`src/pkg/tpm_cfg.svh`:
```
/*
 temperature protection monitor: register offsets, reset values,
 limits and timing figures as macros.
 assumes inclusion by bare name from the package and the core files.
*/
`ifndef TPM_CFG_SVH
`define TPM_CFG_SVH

// timebase
`define TPM_CLK_PERIOD_NS  100
`define TPM_TICK_S         1
`define TPM_TICK_CYCLES    (`TPM_TICK_S * 1000000000 / `TPM_CLK_PERIOD_NS)
`define TPM_SEC_W          24

// register map, 8-bit data, 5-bit address
`define TPM_ADDR_W         5
`define TPM_NUM_PROT       6
`define TPM_PROT_STRIDE    3
`define TPM_FLD_THR        0
`define TPM_FLD_DLY        1
`define TPM_FLD_REC        2
`define TPM_NUM_CFG        19
`define TPM_REG_RECOV_TIME 5'h12
`define TPM_REG_STATUS     5'h13
`define TPM_REG_COND       5'h14

// protection index order
`define TPM_IDX_DSG_OT     0
`define TPM_IDX_FET_OT     1
`define TPM_IDX_DIE_OT     2
`define TPM_IDX_CHG_UT     3
`define TPM_IDX_DSG_UT     4
`define TPM_IDX_DIE_UT     5

// reset values, degrees C two's complement, seconds unsigned
`define TPM_RST_DSG_OT_THR 8'h3C
`define TPM_RST_DSG_OT_REC 8'h37
`define TPM_RST_FET_OT_THR 8'h50
`define TPM_RST_FET_OT_REC 8'h41
`define TPM_RST_DIE_OT_THR 8'h55
`define TPM_RST_DIE_OT_REC 8'h50
`define TPM_RST_CHG_UT_THR 8'h00
`define TPM_RST_CHG_UT_REC 8'h05
`define TPM_RST_DSG_UT_THR 8'h00
`define TPM_RST_DSG_UT_REC 8'h05
`define TPM_RST_DIE_UT_THR 8'hEC
`define TPM_RST_DIE_UT_REC 8'hF1
`define TPM_RST_DELAY      8'h02
`define TPM_RST_RECOV_TIME 8'h03

// setting limits
`define TPM_TEMP_MIN       8'hD8
`define TPM_TEMP_MAX       8'h78
`define TPM_FET_MAX        8'h96

`endif

```
`src/pkg/tpm_pkg.sv`:
```
/*
 temperature protection monitor: shared types.
 assumes tpm_cfg.svh is on the include path.
*/
`include "tpm_cfg.svh"

package tpm_pkg;

   typedef struct packed {
      logic [7:0] cell_max;
      logic [7:0] cell_min;
      logic [7:0] fet;
      logic [7:0] die;
   } tpm_temps_t;

   // bit 0 is discharge_overtemp, matching the protection index order
   typedef struct packed {
      logic die_undertemp;
      logic discharge_undertemp;
      logic charge_undertemp;
      logic die_overtemp;
      logic fet_overtemp;
      logic discharge_overtemp;
   } tpm_faults_t;

   typedef enum logic {
      TPM_CLEAR,
      TPM_TRIPPED
   } tpm_mode_t;

   typedef struct packed {
      tpm_mode_t  mode;
      logic       fault;
      logic [7:0] count;
   } tpm_tmr_state_t;

   typedef struct packed {
      logic [`TPM_NUM_CFG-1:0][7:0] cfg;
      logic [`TPM_SEC_W-1:0]        sec_cnt;
      logic                         sec_tick;
      logic [7:0]                   rdata;
   } tpm_state_t;

endpackage

```
`src/core/tpm_monitor.sv`:
```
/*
 temperature protection monitor: settings registers, one-second
 timebase and six trigger/recovery timers.
 assumes temperatures are synchronous to sys_clk, whole degrees C,
 and the register master follows the one-cycle strobe protocol.
*/
// The plain strobed port and the register offsets were chosen for this implementation.
// What this block does
// - discharge overtemp clears after max cell at or below 55 for recovery time
// - FET overtemp sets when FET temp at or above 80 for delay
// - FET overtemp delay is a byte of seconds, default 2
// - FET overtemp clears when FET temp at or below 65 long enough
// - die overtemp sets when die temp at or above signed 85 for delay
// - die overtemp delay is 0 to 255 seconds, default 2
// - die overtemp clears when die temp at or below 80 long enough
// - charge undertemp sets when min cell at or below signed 0 for delay
// - charge undertemp delay is 0 to 255 seconds, default 2
// - charge undertemp clears when min cell at or above 5 long enough
// - charge and discharge faults ignore current direction entirely
// - discharge undertemp sets when min cell at or below 0 for delay
// - discharge undertemp delay is 0 to 255 seconds, default 2
// - discharge undertemp clears when min cell at or above 5 long enough
// - die undertemp sets when die temp at or below -20 for delay
// - die undertemp delay is 0 to 255 seconds, default 2
// - die undertemp clears when die temp at or above -15 long enough
// - shared recovery time is a byte of seconds, default 3
// - discharge overtemp sets when max cell at or above 60 for delay
`include "tpm_cfg.svh"

module tpm_monitor #(
   parameter int unsigned SEC_CYCLES = `TPM_TICK_CYCLES
) (
   input  wire logic                   sys_clk,
   input  wire logic                   rst,
   input  wire logic [`TPM_ADDR_W-1:0] reg_addr,
   input  wire logic [7:0]             reg_wdata,
   input  wire logic                   reg_wr,
   input  wire logic                   reg_rd,
   output logic [7:0]                  reg_rdata,
   input  wire tpm_pkg::tpm_temps_t    temps,
   output tpm_pkg::tpm_faults_t        faults
);
   import tpm_pkg::*;

   localparam logic [`TPM_SEC_W-1:0] SEC_LAST =
      `TPM_SEC_W'(SEC_CYCLES - 1);

   tpm_state_t                  st;
   tpm_state_t                  next_st;
   logic [`TPM_NUM_PROT-1:0]    fault_vec;
   logic [`TPM_NUM_PROT-1:0]    trig_c;
   logic [`TPM_NUM_PROT-1:0]    recov_c;

   // greater or equal, signed or unsigned as the setting is
   function automatic logic ge(input logic [7:0] a,
                               input logic [7:0] b,
                               input logic       sgn);
      if (sgn) begin
         return $signed(a) >= $signed(b);
      end
      return a >= b;
   endfunction

   function automatic logic [7:0] cfg_reset(input int idx);
      case (idx)
         `TPM_IDX_DSG_OT * `TPM_PROT_STRIDE: return `TPM_RST_DSG_OT_THR;
         `TPM_IDX_DSG_OT * `TPM_PROT_STRIDE + `TPM_FLD_REC:
            return `TPM_RST_DSG_OT_REC;
         `TPM_IDX_FET_OT * `TPM_PROT_STRIDE: return `TPM_RST_FET_OT_THR;
         `TPM_IDX_FET_OT * `TPM_PROT_STRIDE + `TPM_FLD_REC:
            return `TPM_RST_FET_OT_REC;
         `TPM_IDX_DIE_OT * `TPM_PROT_STRIDE: return `TPM_RST_DIE_OT_THR;
         `TPM_IDX_DIE_OT * `TPM_PROT_STRIDE + `TPM_FLD_REC:
            return `TPM_RST_DIE_OT_REC;
         `TPM_IDX_CHG_UT * `TPM_PROT_STRIDE: return `TPM_RST_CHG_UT_THR;
         `TPM_IDX_CHG_UT * `TPM_PROT_STRIDE + `TPM_FLD_REC:
            return `TPM_RST_CHG_UT_REC;
         `TPM_IDX_DSG_UT * `TPM_PROT_STRIDE: return `TPM_RST_DSG_UT_THR;
         `TPM_IDX_DSG_UT * `TPM_PROT_STRIDE + `TPM_FLD_REC:
            return `TPM_RST_DSG_UT_REC;
         `TPM_IDX_DIE_UT * `TPM_PROT_STRIDE: return `TPM_RST_DIE_UT_THR;
         `TPM_IDX_DIE_UT * `TPM_PROT_STRIDE + `TPM_FLD_REC:
            return `TPM_RST_DIE_UT_REC;
         `TPM_NUM_CFG - 1: return `TPM_RST_RECOV_TIME;
         default: return `TPM_RST_DELAY;
      endcase
   endfunction

   // keep temperature settings inside their legal range
   function automatic logic [7:0] clamp(input int idx,
                                        input logic [7:0] v);
      if (idx % `TPM_PROT_STRIDE == `TPM_FLD_DLY
          || idx == `TPM_NUM_CFG - 1) begin
         return v;
      end
      if (idx / `TPM_PROT_STRIDE == `TPM_IDX_FET_OT) begin
         return (v > `TPM_FET_MAX) ? `TPM_FET_MAX : v;
      end
      if ($signed(v) < $signed(`TPM_TEMP_MIN)) begin
         return `TPM_TEMP_MIN;
      end
      if ($signed(v) > $signed(`TPM_TEMP_MAX)) begin
         return `TPM_TEMP_MAX;
      end
      return v;
   endfunction

   // trigger and recovery conditions; current direction plays no part
   always_comb begin
      logic [7:0] v;
      logic [7:0] thr;
      logic [7:0] rec;
      logic       sgn;
      v   = 8'h00;
      thr = 8'h00;
      rec = 8'h00;
      sgn = 1'b1;
      trig_c  = '0;
      recov_c = '0;
      for (int k = 0; k < `TPM_NUM_PROT; k++) begin
         thr = st.cfg[k * `TPM_PROT_STRIDE + `TPM_FLD_THR];
         rec = st.cfg[k * `TPM_PROT_STRIDE + `TPM_FLD_REC];
         sgn = (k != `TPM_IDX_FET_OT);
         case (k)
            `TPM_IDX_DSG_OT: v = temps.cell_max;
            `TPM_IDX_FET_OT: v = temps.fet;
            `TPM_IDX_DIE_OT: v = temps.die;
            `TPM_IDX_DIE_UT: v = temps.die;
            default:         v = temps.cell_min;
         endcase
         if (k <= `TPM_IDX_DIE_OT) begin
            trig_c[k]  = ge(v, thr, sgn);
            recov_c[k] = ge(rec, v, sgn);
         end else begin
            trig_c[k]  = ge(thr, v, sgn);
            recov_c[k] = ge(v, rec, sgn);
         end
      end
   end

   // registers, timebase and read port
   always_comb begin
      next_st = st;
      // one-second tick; a slip of under a second on the first count
      // is accepted rather than restarting the divider per timer
      next_st.sec_tick = 1'b0;
      if (st.sec_cnt >= SEC_LAST) begin
         next_st.sec_cnt  = '0;
         next_st.sec_tick = 1'b1;
      end else begin
         next_st.sec_cnt = st.sec_cnt + `TPM_SEC_W'(1);
      end
      if (reg_wr && reg_addr < `TPM_ADDR_W'(`TPM_NUM_CFG)) begin
         next_st.cfg[reg_addr] = clamp(int'(reg_addr), reg_wdata);
      end
      next_st.rdata = 8'h00;
      if (reg_rd) begin
         if (reg_addr < `TPM_ADDR_W'(`TPM_NUM_CFG)) begin
            next_st.rdata = st.cfg[reg_addr];
         end else if (reg_addr == `TPM_REG_STATUS) begin
            next_st.rdata = {2'b00, fault_vec};
         end else if (reg_addr == `TPM_REG_COND) begin
            next_st.rdata = {2'b00, trig_c};
         end
      end
   end

   always_ff @(posedge sys_clk) begin
      if (rst) begin
         for (int i = 0; i < `TPM_NUM_CFG; i++) begin
            st.cfg[i] <= cfg_reset(i);
         end
         st.sec_cnt  <= '0;
         st.sec_tick <= 1'b0;
         st.rdata    <= 8'h00;
      end else begin
         st <= next_st;
      end
   end

   genvar g;
   generate
      for (g = 0; g < `TPM_NUM_PROT; g++) begin : gen_prot
         tpm_fault_timer u_timer (
            .sys_clk    (sys_clk),
            .rst        (rst),
            .sec_tick   (st.sec_tick),
            .trig_cond  (trig_c[g]),
            .recov_cond (recov_c[g]),
            .trig_delay (st.cfg[g * `TPM_PROT_STRIDE + `TPM_FLD_DLY]),
            .recov_time (st.cfg[`TPM_NUM_CFG - 1]),
            .fault      (fault_vec[g])
         );
      end
   endgenerate

   assign reg_rdata = st.rdata;
   assign faults    = tpm_faults_t'(fault_vec);

endmodule

```
`src/core/tpm_fault_timer.sv`:
```
/*
 one protection: trigger delay then latched fault, recovery delay
 then clear, both counted in one-second ticks.
 assumes sec_tick is a one-cycle pulse once per second.
*/
`include "tpm_cfg.svh"

module tpm_fault_timer (
   input  wire logic       sys_clk,
   input  wire logic       rst,
   input  wire logic       sec_tick,
   input  wire logic       trig_cond,
   input  wire logic       recov_cond,
   input  wire logic [7:0] trig_delay,
   input  wire logic [7:0] recov_time,
   output logic            fault
);
   import tpm_pkg::*;

   tpm_tmr_state_t st;
   tpm_tmr_state_t next_st;

   always_comb begin
      next_st = st;
      case (st.mode)
         TPM_CLEAR: begin
            if (!trig_cond) begin
               next_st.count = 8'h00;
            end else if (st.count >= trig_delay) begin
               next_st.mode  = TPM_TRIPPED;
               next_st.fault = 1'b1;
               next_st.count = 8'h00;
            end else if (sec_tick) begin
               next_st.count = st.count + 8'h01;
            end
         end
         TPM_TRIPPED: begin
            // fault holds until recovery has lasted the full time
            if (!recov_cond) begin
               next_st.count = 8'h00;
            end else if (st.count >= recov_time) begin
               next_st.mode  = TPM_CLEAR;
               next_st.fault = 1'b0;
               next_st.count = 8'h00;
            end else if (sec_tick) begin
               next_st.count = st.count + 8'h01;
            end
         end
         default: begin
            next_st.mode  = TPM_CLEAR;
            next_st.fault = 1'b0;
            next_st.count = 8'h00;
         end
      endcase
   end

   always_ff @(posedge sys_clk) begin
      if (rst) begin
         st.mode  <= TPM_CLEAR;
         st.fault <= 1'b0;
         st.count <= 8'h00;
      end else begin
         st <= next_st;
      end
   end

   assign fault = st.fault;

endmodule

```
`config.mk`:
```
export PLATFORM = sky130hd
export DESIGN_NAME = tpm_monitor
export DESIGN_NICKNAME = d
export VERILOG_FILES = /design/src/pkg/tpm_pkg.sv /design/src/core/tpm_monitor.sv /design/src/core/tpm_fault_timer.sv
export VERILOG_INCLUDE_DIRS = /design/src /design/src/pkg
export SDC_FILE = /design/constraint.sdc
export NUM_CORES = 1
export LEC_CHECK = 0
export BUFFER_PORTS_ARGS = -buffer_cell sky130_fd_sc_hd__buf_2
export CAP_MARGIN = 20
export CORE_ASPECT_RATIO = 1.2
export CORE_MARGIN = 5
export CORE_UTILIZATION = 43
export CTS_CLUSTER_DIAMETER = 50
export DETAILED_ROUTE_END_ITERATION = 8
export GPL_ROUTABILITY_DRIVEN = 1
export SLEW_MARGIN = 5
export SYNTH_ARGS = -nofsm -noshare
export SYNTH_HDL_FRONTEND = slang
export SYNTH_SLANG_ARGS = --single-unit
```
`constraint.sdc`:
```
create_clock -name sys_clk -period 7.1 [get_ports sys_clk]
set_input_delay 0.71 -clock sys_clk [delete_from_list [all_inputs] [get_ports sys_clk]]
set_output_delay 0.71 -clock sys_clk [all_outputs]
set_load 0.02 [all_outputs]
```
After elaboration in Yosys (flattened, before gate mapping)
Index checks and enable logic that the tools add are counted.
{"block": "classes", "n_addsub": 7, "div": 2, "order_cmp": 31, "n_eq_ne": 29, "mux": 93, "bitwise": 7, "reduce_logical": 11}
{"op": "8-bit 2-to-1 mux", "n": 43}
{"op": "8-bit >= comparator", "n": 24}
{"op": "152-bit bitwise mux", "n": 1}
{"op": "10-bit one-hot mux with 2 select lines", "n": 6}
{"op": "32-bit by 2-bit equality test with 1-bit output (second input constant)", "n": 2}
{"op": "8-bit by 1-bit adder with 8-bit output (second input constant)", "n": 6}
{"op": "2-bit 2-to-1 mux", "n": 24}
{"op": "8-bit binary-select mux with 5-bit select", "n": 1}
{"op": "8-bit demux with 5-bit select", "n": 1}
{"op": "2-bit by 1-bit != test with 1-bit output (second input constant)", "n": 18}
{"op": "6-bit by 3-bit divider with 32-bit output (second input constant)", "n": 1}
{"op": "6-bit by 3-bit remainder unit with 32-bit output (second input constant)", "n": 1}
{"op": "24-bit by 1-bit adder with 24-bit output (second input constant)", "n": 1}
{"op": "24-bit >= comparator (second input constant)", "n": 1}
{"op": "4-bit AND reduction", "n": 6}
{"op": "8-bit greater-than comparator (second input constant)", "n": 2}
{"op": "5-bit equality test (second input constant)", "n": 3}
{"op": "1-bit 2-to-1 mux", "n": 15}
{"op": "6-bit 2-to-1 mux", "n": 2}
{"op": "2-bit != test (second input constant)", "n": 6}
{"op": "8-bit by 7-bit < comparator with 1-bit output (second input constant)", "n": 1}
{"op": "1-bit NOT", "n": 7}
{"op": "5-bit by 6-bit < comparator with 1-bit output (second input constant)", "n": 1}
{"op": "5-bit by 1-bit >= comparator with 1-bit output (second input constant)", "n": 1}
{"op": "other kinds (4)", "n": 6}
{"block": "word_totals", "register_bits": 245, "inputBits": 49, "output_inout_bits": 14, "wordCells": 220}

Longest topological paths before layout
Gate-level depths: netlist of the first run.
{"block": "logic_depth", "ltp_word": 20, "mapped_depth": 21}

Hierarchy
From an unflattened synthesis of the first run, not the netlist that was laid out.
{"block": "hier_totals", "hier_cells": 1872, "hier_area_um2": 16877.4}
{"module": "tpm_monitor", "n_inst": 1, "cells_per_inst": 1284, "area_each_um2": 11254.5, "seq_area_each_um2": 3703.6}
{"module": "tpm_fault_timer", "n_inst": 6, "cells_per_inst": 98, "area_each_um2": 937.1, "seq_area_each_um2": 200.2}

Least setup slack after synthesis of the first run
OpenSTA, ideal clock, no wires.
{"block": "synth_timing", "kind": "in2reg", "startpoint": "in reg_addr[3]", "endpoint": "reg st[40] (netlist name)", "setup_ns": 0.070, "arrival_ns": 4.694, "required_time_ns": 7.030, "slack_ns": 2.336, "cell_stages": 19, "cell_sequence": "buf_2 buf_1 clkbuf_1 ha_1 nand3b_1 a21oi_1 nor2_1 ha_1 a221oi_4 o311ai_0 o21ai_0 ha_1 o311a_1 a211o_2 buf_4 nand3_2 mux2_4 buf_6 a21oi_1"}
{"block": "synth_between", "elab_chain_cells": 11, "elab_cells_between_ends": 27, "classes_between": "div (2); order compare (3); eq/ne (3); mux (16); reduce/logical (3)"}
{"element": "from (decl)", "line_no": "tpm_monitor.sv:35", "rtl": "input wire logic [`TPM_ADDR_W-1:0] reg_addr,"}
{"element": "6-bit by 3-bit divider with 32-bit output (no line)"}
{"element": "32-bit by 2-bit equality test with 1-bit output (no line)"}
{"element": "8-bit 2-to-1 mux", "line_no": "tpm_monitor.sv:96", "rtl": "if (idx / `TPM_PROT_STRIDE == `TPM_IDX_FET_OT) begin"}
{"element": "8-bit 2-to-1 mux", "line_no": "tpm_monitor.sv:99", "rtl": "if ($signed(v) < $signed(`TPM_TEMP_MIN)) begin"}
{"element": "8-bit 2-to-1 mux", "line_no": "tpm_monitor.sv:102", "rtl": "if ($signed(v) > $signed(`TPM_TEMP_MAX)) begin"}
{"element": "8-bit 2-to-1 mux", "line_no": "tpm_monitor.sv:105", "rtl": "return v;"}
{"element": "8-bit 2-to-1 mux", "line_no": "tpm_monitor.sv:102"}
{"element": "8-bit 2-to-1 mux", "line_no": "tpm_monitor.sv:99"}
{"element": "8-bit 2-to-1 mux", "line_no": "tpm_monitor.sv:96"}
{"element": "8-bit 2-to-1 mux", "line_no": "tpm_monitor.sv:153", "rtl": "if (reg_wr && reg_addr < `TPM_ADDR_W'(`TPM_NUM_CFG)) begin"}
{"element": "152-bit bitwise mux", "line_no": "tpm_monitor.sv:154", "rtl": "next_st.cfg[reg_addr] = clamp(int'(reg_addr), reg_wdata);"}
{"element": "to (signal assigned)", "line_no": "tpm_monitor.sv:177", "rtl": "st <= next_st;"}
{"element": "to (decl)", "line_no": "tpm_monitor.sv:48", "rtl": "tpm_state_t st;"}
Several ways; a longest one is shown, not always the timed one. The select of a mux whose other input is x is not followed.
A chain may end at the register's enable or synchronous reset.

Worst setup path in the final report of the first run
{"block": "layout_timing", "startpoint": "in reg_addr[3]", "endpoint": "reg st[70] (netlist name)"}
Same word-level chain as after synthesis.

==> impl_metrics.py, run 1 <==
metrics = {
    "global_route": {
        "grt_pass1_wl_um": 74100,
        "use_met2_pct": 40.4,
        "met1_usage_pct": 29.5,
        "grt-ovfl-total": 0,
        "grt_usage_pct": 23.7,
        "top_usage_layer": "met2",
        "antenna_found_initial": 0,
        "grt_max_degree": 86,
        "use_met3_pct": 3.74,
        "grt_pass1_vias": 12800,
    },
    "sta": {
        "fin_skew_ps": 29.2,
        "finalSetupViolations": 0,
        "min_period_ps": 4960,
        "tns_ps": 0,
        "worstMarginPinSlew_ps": 960,
        "fmax_mhz": 202,
        "whs_ps": 465,
        "rsz0062_at_grt": "no",
        "relSlewSlack_pct": 35.3,
        "final_max_slew_viol_count": 0,
        "finalHoldViolCount": 0,
        "fin_crit_sh_pct": 69.9,
    },
    "placed_design": {
        "hpwl_um": 36700,
        "io_buffers": 62,
        "place.gp.congestion": 0.919,
        "place_area_sq_um": 16000,
    },
    "clocking": {
        "root_buffer": "clkbuf_16",
        "cts_tree": "yes",
        "insertion_delay_ps": 580,
        "h-tree-depth": 1,
        "cts_resized": 0,
        "cts_max_path_buffers": 3,
        "cts_hold_buf": 0,
        "cts_sinks": 245,
        "postCtsSetupBuffers": 0,
        "clk_pin_slew_ps": 60,
        "numCtsBuffers": 31,
    },
    "min_path": {
        "whs_endpoint": "st[9]$_SDFF_PP0_",
        "whs_path_depth": 1,
        "hold_path_class": "reg -> reg",
        "min-delay-start": "st[9]$_SDFF_PP0_",
    },
    "floorplan": {
        "coreArea_sq_um": 35700,
        "die_area_sq_um": 39800,
        "start_util_pct": 43.3,
        "ios": 63,
        "rows": 76,
        "die-width_um": 183,
        "dieHeight_um": 218,
    },
    "cells_and_area": {
        "fill_cells": 3407,
        "final_core_util_pct": 47.9,
        "nets": 2051,
        "antenna_cells": 0,
        "fin_area_sq_um": 17100,
        "drive_gt1_share_pct": 10.7,
        "syn_to_final_growth_pct": 10.7,
    },
    "critical_path": {
        "crit_chain": "buf_2 > ha_1 > nand3b_1 > a21oi_1 > nor2_1 > ha_1 > a221oi_4 > o311ai_0 > o21ai_0 > ha_1 > nor2_1 > o311ai_1 > o311a_1 > a211o_2 > nand3_2 > nand3_1 > o21ai_0",
        "cpMaxStageDelayCell": "nand3_1",
        "ff2ff_setup_slack_ps": 3930,
        "crit_path_end_kind": "register",
        "max_stage_delay_ps": 620,
        "critPathBufInv": 1,
        "path_max_fanout": 26,
        "cpMostUsedCell": "ha_1",
        "rr_endpoint": "gen_prot[4].u_timer.st[6]$_SDFF_PP0_",
        "crit_type": "in -> reg",
        "worstReg2RegStart": "st[177]$_SDFFE_PP1P_",
        "reg2reg_depth": 9,
        "crit_path_start_kind": "input pin",
        "arrival_ps": 5440,
        "crit_family": "compound AO/OA/AOI/OAI gates",
        "required_ps": 7580,
    },
    "synthesis": {
        "synthTopCellsByArea": "dfxtp_1 32%, ha_1 16%, mux4_2 6.4%",
        "yosysTopAreaCell": "dfxtp_1",
        "syn_area_sq_um": 15400,
        "syn-num-nets": 2030,
        "synth-edff-count": 0,
        "yosys_warnings": 0,
        "syn_area_per_cell_sq_um": 8.68,
        "synth_seq_cells": 245,
        "synth_flop_cell": "dfxtp_1",
        "netlist_instances": 1778,
        "synth-seq-area-share_pct": 31.8,
        "synth_top_area_share_pct": 31.8,
        "synth_cell_types": 75,
        "postSynth.asyncResetShare_pct": 0,
    },
    "detailed_routing": {
        "drtIter0Drc": 921,
        "wirelength_um": 48300,
        "drtAntennaViolNets": 0,
        "dr.pass1.iters": 6,
        "wl_per_cell_um": 21.1,
        "drc": 0,
        "vias_per_cell": 5.82,
        "vias": 13300,
    },
    "pwr": {
        "power_density_nw_per_um2": 203,
        "cellLeakagePower_nw": 7.10,
        "vdd_ir_drop_max_uv": 167,
        "total_power_mw": 3.46,
    },
    "status": {
        "status": "complete, no violations",
    },
    "flow_run": {
        "cap_violations": 0,
    },
}
[layout by cell type (no fill, tap or decap), types with 8 or more instances in the layout]
cell type / instances
nor3_1: 46
nand2_1: 122
o21ai_0: 124
and2_1: 23
inv_1: 157
buf_4: 8
a211oi_1: 32
a21oi_1: 114
clkbuf_16: 31
xor2_1: 42
dfxtp_1: 245
o22ai_1: 9
xnor2_1: 21
ha_1: 203
o211ai_1: 17
o31ai_1: 18
nand3_1: 91
mux2i_1: 11
nand4_1: 22
buf_2: 61
nand2b_1: 36
nor2b_1: 11
and3_1: 12
o21ai_1: 9
a31oi_1: 16
mux4_2: 44
nor2_1: 142
a21o_1: 34
[routing by layer]
| layer | vias to the layer above | part of all wire (%) |
|---|---|---|
| li1 | 6422 | - |
| met2 | 470 | 48 |
| met5 | - | 0 |
| met1 | 6329 | 40 |
| met4 | 0 | 4.9 |
| met3 | 116 | 6.7 |
[stage by stage]
stage	worst slack, ps	std cells
floorplan	2340	1778
global placement	1780	2234
detailed placement	1630	2234
CTS	2220	2290
global route	1780	2290
finish	2140	2290
[cell type report]
cell class,instances,area [sq um],area share (%)
inverters,159,597,3.49
well taps,468,586,3.43
flip-flops and latches,245,4900,28.7
repair buffers,69,365,2.14
multi-input cells,1293,9530,55.8
clock buffers,39,856,5.01
clock inverters,17,250,1.46
[worst max path at each step]
stage | from | to | slack, ps | cells after the start
global placement | reg_addr[3] | st[46]$_SDFFE_PP0P_ | 1780 | 17
floorplan | reg_addr[3] | st[40]$_SDFFE_PP0P_ | 2340 | 19
CTS | reg_addr[3] | st[70]$_SDFFE_PP0P_ | 2220 | 17
finish | reg_addr[3] | st[70]$_SDFFE_PP0P_ | 2140 | 17
global route | reg_addr[3] | st[166]$_SDFFE_PP0P_ | 1780 | 17
detailed placement | reg_addr[3] | st[70]$_SDFFE_PP0P_ | 1630 | 17
[Yosys cell counts (3+ instances only)]
library cell	instances
dfxtp_1	245
ha_1	203
inv_1	158
nor2_1	142
o21ai_0	124
nand2_1	122
a21oi_1	114
nand3_1	91
clkbuf_1	48
nor3_1	46
mux4_2	44
xor2_1	42
nand2b_1	36
a21o_1	34
a211oi_1	32
and2_1	23
nand4_1	22
xnor2_1	21
buf_4	19
o31ai_1	18
o211ai_1	17
a31oi_1	16
and3_1	12
mux2i_1	11
nor2b_1	11
o21ai_1	9
o22ai_1	9
buf_2	7
a31o_2	6
o21a_1	6
o41a_1	6
or3_1	6
buf_1	5
o41ai_1	5
a221oi_1	4
o21bai_1	4
or4b_2	4
a21oi_2	3
a32oi_1	3
[flip-flops by register name, summed over array words and instances (netlist names)]
| name | count |
|---|---|
| gen_prot.u_timer.st | 54 |
| gen_prot.u_timer.fault | 6 |
| reg_rdata | 8 |
| st | 177 |
[report_power, final]
group | internal (mW) | total, mW | switching [mW]
Sequential | 1.39 | 1.40 | 0.0123
Combinational | 0.124 | 0.371 | 0.247
Clock | 1.04 | 1.69 | 0.652
Total | 2.55 | 3.46 | 0.911
[cells by family (layout without fill, tap and decap cells)]
kind of cell | Yosys count | count (layout) | synth area share (%)
simple gates | 530 | 530 | 16.4
mux | 58 | 58 | 7.38
flops | 245 | 245 | 31.8
buf+inv | 240 | 284 | 6.46
xor+xnor | 63 | 63 | 3.58
compound gates | 439 | 439 | 17.9
fa+ha+maj | 203 | 203 | 16.5
(Power assumes the default switching activity.)
==> run 2, diff against run 1 <==
Settings changed: ABC_AREA from default to 1.
Clock period 7.1 ns to 4.9 ns, I/O delays scaled along.
==> impl_metrics.py, run 2 <==
metrics = {
    "placed_design": {
        "dp_slack_ps": 372,
        "io_buffers": 62,
        "hpwl_um": 42700,
        "place.gp.congestion": 0.969,
    },
    "cells_and_area": {
        "mostFrequentLayoutCells": "432 x inv_1, 389 x nand2_1, 250 x a21oi_1",
        "antenna_cells": 0,
        "seq_area_sq_um": 4900,
        "drive_gt1_share_pct": 8.00,
        "multi_input_area_sq_um": 9560,
        "syn_to_final_growth_pct": 11.2,
        "fill_cells": 3852,
        "largest-register": "st",
        "nets": 2674,
        "final_common_cell": "inv_1",
        "largest_register_ffs": 177,
    },
    "clocking": {
        "cts_max_path_buffers": 3,
        "cts_sinks": 245,
        "clk_pin_slew_ps": 60,
        "cts_resized": 0,
        "postCtsSetupBuffers": 0,
        "cts_hold_buf": 0,
        "cts_tree": "yes",
        "insertion_delay_ps": 540,
        "numCtsBuffers": 37,
        "h-tree-depth": 2,
        "root_buffer": "clkbuf_16",
    },
    "critical_path": {
        "crit_family": "simple AND/OR/NAND/NOR gates",
        "cp.depth": 25,
        "cpMaxStageDelayCell": "nand3_1",
        "rr_endpoint": "gen_prot[0].u_timer.st[0]$_SDFF_PP0_",
        "crit_type": "in -> reg",
        "reg2reg_depth": 13,
        "crit_path_start_kind": "input pin",
        "crit_path_end_kind": "register",
        "max_stage_delay_ps": 500,
        "cpMostUsedCell": "nand2_1",
        "cp-startpoint": "reg_addr[4]",
        "required_ps": 5330,
        "critPathCapture": "st[49]$_SDFFE_PP1P_",
        "critPathBufInv": 5,
        "path_max_fanout": 13,
        "ff2ff_setup_slack_ps": 2190,
        "worstReg2RegStart": "st[34]$_SDFFE_PP0P_",
        "arrival_ps": 4450,
    },
    "synthesis": {
        "netlist_instances": 2383,
        "syn_area_sq_um": 16600,
        "synth-seq-area-share_pct": 29.6,
        "synth_commonest_cells": "433 x inv_1, 389 x nand2_1, 250 x a21oi_1, 245 x dfxtp_1, 203 x ha_1",
        "synth_seq_cells": 245,
        "syn-num-nets": 2635,
        "synth_flop_cell": "dfxtp_1",
        "yosysTopAreaCell": "dfxtp_1",
        "yosysMostFrequentCell": "inv_1",
        "syn_area_per_cell_sq_um": 6.96,
        "synthTopCellsByArea": "dfxtp_1 30%, ha_1 15%, inv_1 9.8%",
        "synth_cell_types": 52,
        "yosys_warnings": 0,
        "postSynth.asyncResetShare_pct": 0,
        "synth-edff-count": 0,
        "synth_top_area_share_pct": 29.6,
    },
    "floorplan": {
        "die_area_sq_um": 42600,
        "rows": 78,
        "start_util_pct": 43.7,
        "dieHeight_um": 225,
        "die-width_um": 189,
        "ios": 63,
        "coreArea_sq_um": 38000,
    },
    "detailed_routing": {
        "drtAntennaViolNets": 0,
        "drtIter0Drc": 1267,
        "vias": 16300,
        "drc": 0,
        "wirelength_um": 56900,
        "wl_per_cell_um": 19.4,
        "dr.pass1.iters": 6,
        "vias_per_cell": 5.57,
    },
    "sta": {
        "final_max_slew_viol_count": 0,
        "fin_crit_sh_pct": 81.9,
        "min_period_ps": 4020,
        "finalHoldViolCount": 0,
        "layout_setup_ws_ps": 885,
        "tns_ps": 0,
        "rsz0062_at_grt": "no",
        "relSlewSlack_pct": 22.2,
        "fin_skew_ps": 18.7,
        "fmax_mhz": 249,
        "worstMarginPinSlew_ps": 1170,
        "finalSetupViolations": 0,
    },
    "global_route": {
        "grt_max_degree": 98,
        "grt-ovfl-total": 0,
        "grt_pass1_vias": 15400,
        "grt_pass1_wl_um": 87600,
        "antenna_found_initial": 1,
        "grt_usage_pct": 26.0,
    },
    "pwr": {
        "vdd_ir_drop_max_uv": 247,
        "power_density_nw_per_um2": 285,
        "cellLeakagePower_nw": 8.48,
    },
    "min_path": {
        "whs_path_depth": 3,
        "hold_path_class": "in -> reg",
    },
    "status": {
        "status": "complete, no violations",
    },
    "flow_run": {
        "cap_violations": 0,
    },
}
## run 2: changes by cell type in the layout (fill, tap and decap cells not counted), moves of 32 or more
cell / delta
nand3_1: +65
a21oi_1: +136
inv_1: +275
nand2b_1: -32
mux4_2: -44
nand2_1: +267
a21o_1: -33
## run 2: cell type report
cell class	instances	share of cell area (%)
flip-flops and latches	245	26.6
repair buffers	89	2.80
clock buffers	46	5.54
clock inverters	21	0.909
well taps	480	3.26
multi-input cells	1603	51.8
inverters	446	9.08
## run 2: cell families (layout without fill, tap and decap cells)
kind of cell,Yosys count,count (layout),share of synthesized area (%)
flip-flops,245,245,29.6
AO/OA/AOI/OAI,523,523,18.1
AND/OR/NAND/NOR,854,854,23.0
buffers and inverters,535,602,12.8
adder cells (fa/ha/maj),203,203,15.3
XOR/XNOR,23,23,1.21
## run 2: stage by stage
| stage | total power [mW] | cells | hold slack [ps] | area (sq um) | utilization, % |
|---|---|---|---|---|---|
| after global placement | 2.71 | 2863 | 451 | 17300 | 45.4 |
| after global routing | 5.44 | 2930 | 355 | 18400 | 48.6 |
| final | 5.26 | 2930 | 338 | 18400 | 48.6 |
| after floorplan | 2.49 | 2383 | 430 | 16600 | - |
| after CTS | 5.30 | 2930 | 308 | 18400 | 48.6 |
| after detailed placement | 2.72 | 2863 | 454 | 17300 | 45.4 |
## run 2: per-layer routing
layer | wire (um) | vias up | part of all wire (%) | track usage [%]
met1 | 24100 | 7570 | 42 | 33.9
met5 | 13 | - | 0.023 | 0
li1 | - | 8003 | - | -
met2 | 26100 | 619 | 46 | 43.4
met3 | 4410 | 133 | 7.7 | 4.56
met4 | 2240 | 2 | 3.9 | 9.78
## run 2: worst min path at each step
stage                                               from                              endpoint
finish                                      reg_wdata[0]                  st[177]$_SDFFE_PP1P_
global route                                reg_wdata[0]                  st[177]$_SDFFE_PP1P_
CTS                                         reg_wdata[0]                  st[177]$_SDFFE_PP1P_
detailed placement                   st[83]$_SDFFE_PP1P_                   st[83]$_SDFFE_PP1P_
global placement    gen_prot[1].u_timer.st[9]$_SDFF_PP0_  gen_prot[1].u_timer.st[9]$_SDFF_PP0_
floorplan                               st[9]$_SDFF_PP0_                      st[9]$_SDFF_PP0_
## run 2: report_power, final
| part | internal [mW] | total [mW] | switching [mW] |
|---|---|---|---|
| logic | 0.173 | 0.664 | 0.491 |
| registers | 2.01 | 2.03 | 0.0137 |
| clock network | 1.51 | 2.57 | 1.06 |
## run 2: worst reg2reg max path: cells and delay by family, from the launching register on
kind	cells	cell delay, ps
DFF	1	310
buffers and inverters	2	250
and+or+nand+nor	2	250
AOI/OAI and AO/OA	8	1520
adders and majority gates	1	290
==> run 3, diff against run 2 <==
Clock period 4.9 ns to 3.53 ns, I/O delays scaled along.
==> impl_metrics.py, run 3 (same netlist as run 2, synthesis figures left out) <==
metrics = {
    "clocking": {
        "cts_max_path_buffers": 3,
        "cts_hold_buf": 0,
        "cts_sinks": 245,
        "root_buffer": "clkbuf_16",
        "clk_pin_slew_ps": 60,
        "insertion_delay_ps": 590,
        "h-tree-depth": 1,
        "numCtsBuffers": 31,
        "cts_tree": "yes",
        "postCtsSetupBuffers": 0,
        "cts_resized": 0,
    },
    "floorplan": {
        "start_util_pct": 43.7,
        "coreArea_sq_um": 38000,
        "die-width_um": 189,
        "dieHeight_um": 225,
        "die_area_sq_um": 42600,
        "rows": 78,
        "ios": 63,
    },
    "critical_path": {
        "crit_path_end_kind": "register",
        "path_max_fanout": 10,
        "critPathCapture": "st[145]$_SDFFE_PP1P_",
        "required_ps": 4010,
        "crit_path_start_kind": "input pin",
        "rr_endpoint": "gen_prot[3].u_timer.st[3]$_SDFF_PP0_",
        "worstReg2RegStart": "st[178]$_SDFFE_PP1P_",
        "crit_type": "in -> reg",
        "reg2reg_depth": 14,
        "arrival_ps": 3460,
        "cp-startpoint": "reg_addr[4]",
        "ff2ff_setup_slack_ps": 920,
    },
    "global_route": {
        "grt-ovfl-total": 0,
        "grt_max_degree": 113,
        "grt_pass1_vias": 15500,
        "antenna_found_initial": 0,
        "grt_pass1_wl_um": 87200,
        "grt_usage_pct": 25.7,
    },
    "sta": {
        "fin_skew_ps": 11.5,
        "final_max_slew_viol_count": 0,
        "whs_ps": 162,
        "fin_crit_sh_pct": 84.4,
        "fmax_mhz": 336,
        "rsz0062_at_grt": "no",
        "relSlewSlack_pct": 42.4,
        "finalHoldViolCount": 0,
        "worstMarginPinSlew_ps": 857,
        "finalSetupViolations": 0,
        "tns_ps": 0,
        "layout_setup_ws_ps": 551,
        "min_period_ps": 2980,
    },
    "detailed_routing": {
        "wirelength_um": 56000,
        "drtAntennaViolNets": 0,
        "dr.pass1.iters": 8,
        "drc": 0,
        "drtIter0Drc": 1351,
        "vias_per_cell": 5.56,
        "wl_per_cell_um": 18.9,
        "vias": 16500,
    },
    "flow_run": {
        "cap_violations": 0,
    },
    "pwr": {
        "clockPowerShare_pct": 48.8,
        "power_frac_comb_pct": 13.6,
        "internal_power_mw": 5.39,
        "power_density_nw_per_um2": 396,
        "seq_power_share_pct": 37.5,
        "switching_share_pct": 28.0,
        "total_power_mw": 7.48,
        "cellLeakagePower_nw": 8.76,
        "vdd_ir_drop_max_uv": 419,
        "p_sw_mw": 2.10,
    },
    "cells_and_area": {
        "largest_register_ffs": 177,
        "mostFrequentLayoutCells": "432 x inv_1, 389 x nand2_1, 250 x a21oi_1",
        "final_common_cell": "inv_1",
        "fill_cells": 3855,
        "fin_area_sq_um": 18900,
        "antenna_cells": 0,
        "final_core_util_pct": 49.8,
        "fin_cells": 2969,
        "syn_to_final_growth_pct": 13.9,
        "largest-register": "st",
        "drive_gt1_share_pct": 9.52,
        "nets": 2716,
    },
    "placed_design": {
        "hpwl_um": 43100,
        "io_buffers": 62,
        "place.gp.congestion": 0.980,
        "place_area_sq_um": 17700,
        "dp_slack_ps": -22.0,
        "dp.cells": 2911,
    },
    "status": {
        "status": "complete, no violations",
    },
    "min_path": {
        "hold_path_class": "in -> reg",
    },
}
## run 3: cell count changes in the layout (fill, tap and decap cells not counted)
cell / before / now
buf_4: 28 / 68
buf_12: 0 / 8
bufinv_16: 0 / 8
clkbuf_16: 39 / 31
clkinvlp_4: 8 / 3
inv_6: 5 / 2
clkbuf_1: 5 / 3
clkbuf_8: 2 / 3
inv_16: 0 / 1
inv_8: 2 / 1
## run 3: area by class of cell
type / instances / area (sq um) / share of cell area (%)
timing repair buffer: 137 / 976 / 5.17
clock inverter: 21 / 353 / 1.87
tap: 480 / 601 / 3.18
multi-input combinational: 1603 / 9560 / 50.6
inverter: 446 / 1670 / 8.86
clock buffer: 37 / 828 / 4.38
sequential: 245 / 4900 / 26.0
## run 3: worst min-delay path by stage
stage | end | startpoint | slack (ps) | depth (start not counted)
floorplan | st[9]$_SDFF_PP0_ | st[9]$_SDFF_PP0_ | 430 | 1
global route | st[177]$_SDFFE_PP1P_ | reg_wdata[0] | 160 | 3
detailed placement | gen_prot[1].u_timer.st[9]$_SDFF_PP0_ | gen_prot[1].u_timer.st[9]$_SDFF_PP0_ | 450 | 2
CTS | st[177]$_SDFFE_PP1P_ | reg_wdata[0] | 130 | 3
finish | st[177]$_SDFFE_PP1P_ | reg_wdata[0] | 160 | 3
global placement | st[9]$_SDFF_PP0_ | st[9]$_SDFF_PP0_ | 450 | 1
## run 3: power by group through the flow
stage          sequential, mW  clock [mW]  combinational (mW)
2_1_floorplan            2.86           0               0.591
3_3_place_gp             2.87           0               0.982
3_5_place_dp             2.87           0               0.995
4_1_cts                  2.81        3.70                1.00
5_1_grt                  2.81        3.82                1.10
6_report                 2.81        3.66                1.02
## run 3: critical path, cell delays in order
cell and delay [ps]:
buf_2 100, ha_1 270, inv_1 50, nand2_1 40
nand2_1 100, nand3_1 100, nand2_1 100, inv_1 60
ha_1 180, inv_1 110, nand3_4 100, nor2_4 100
nand3_1 90, nand2_1 120, ha_1 190, inv_1 60
nand3_1 80, nand3_1 70, nor2_1 120, nand2_1 70
nor2_2 150, nand2_4 140, nand3_1 190, nand2_1 290
nand2_1 150, nand2_1 60
## run 3: metal layers
layer	wire, um	global-route usage (%)	up-vias
met5	0	0	-
met4	2040	9.13	0
met3	3920	3.64	120
met2	25400	41.7	644
met1	24700	35.0	7661
li1	-	-	8090
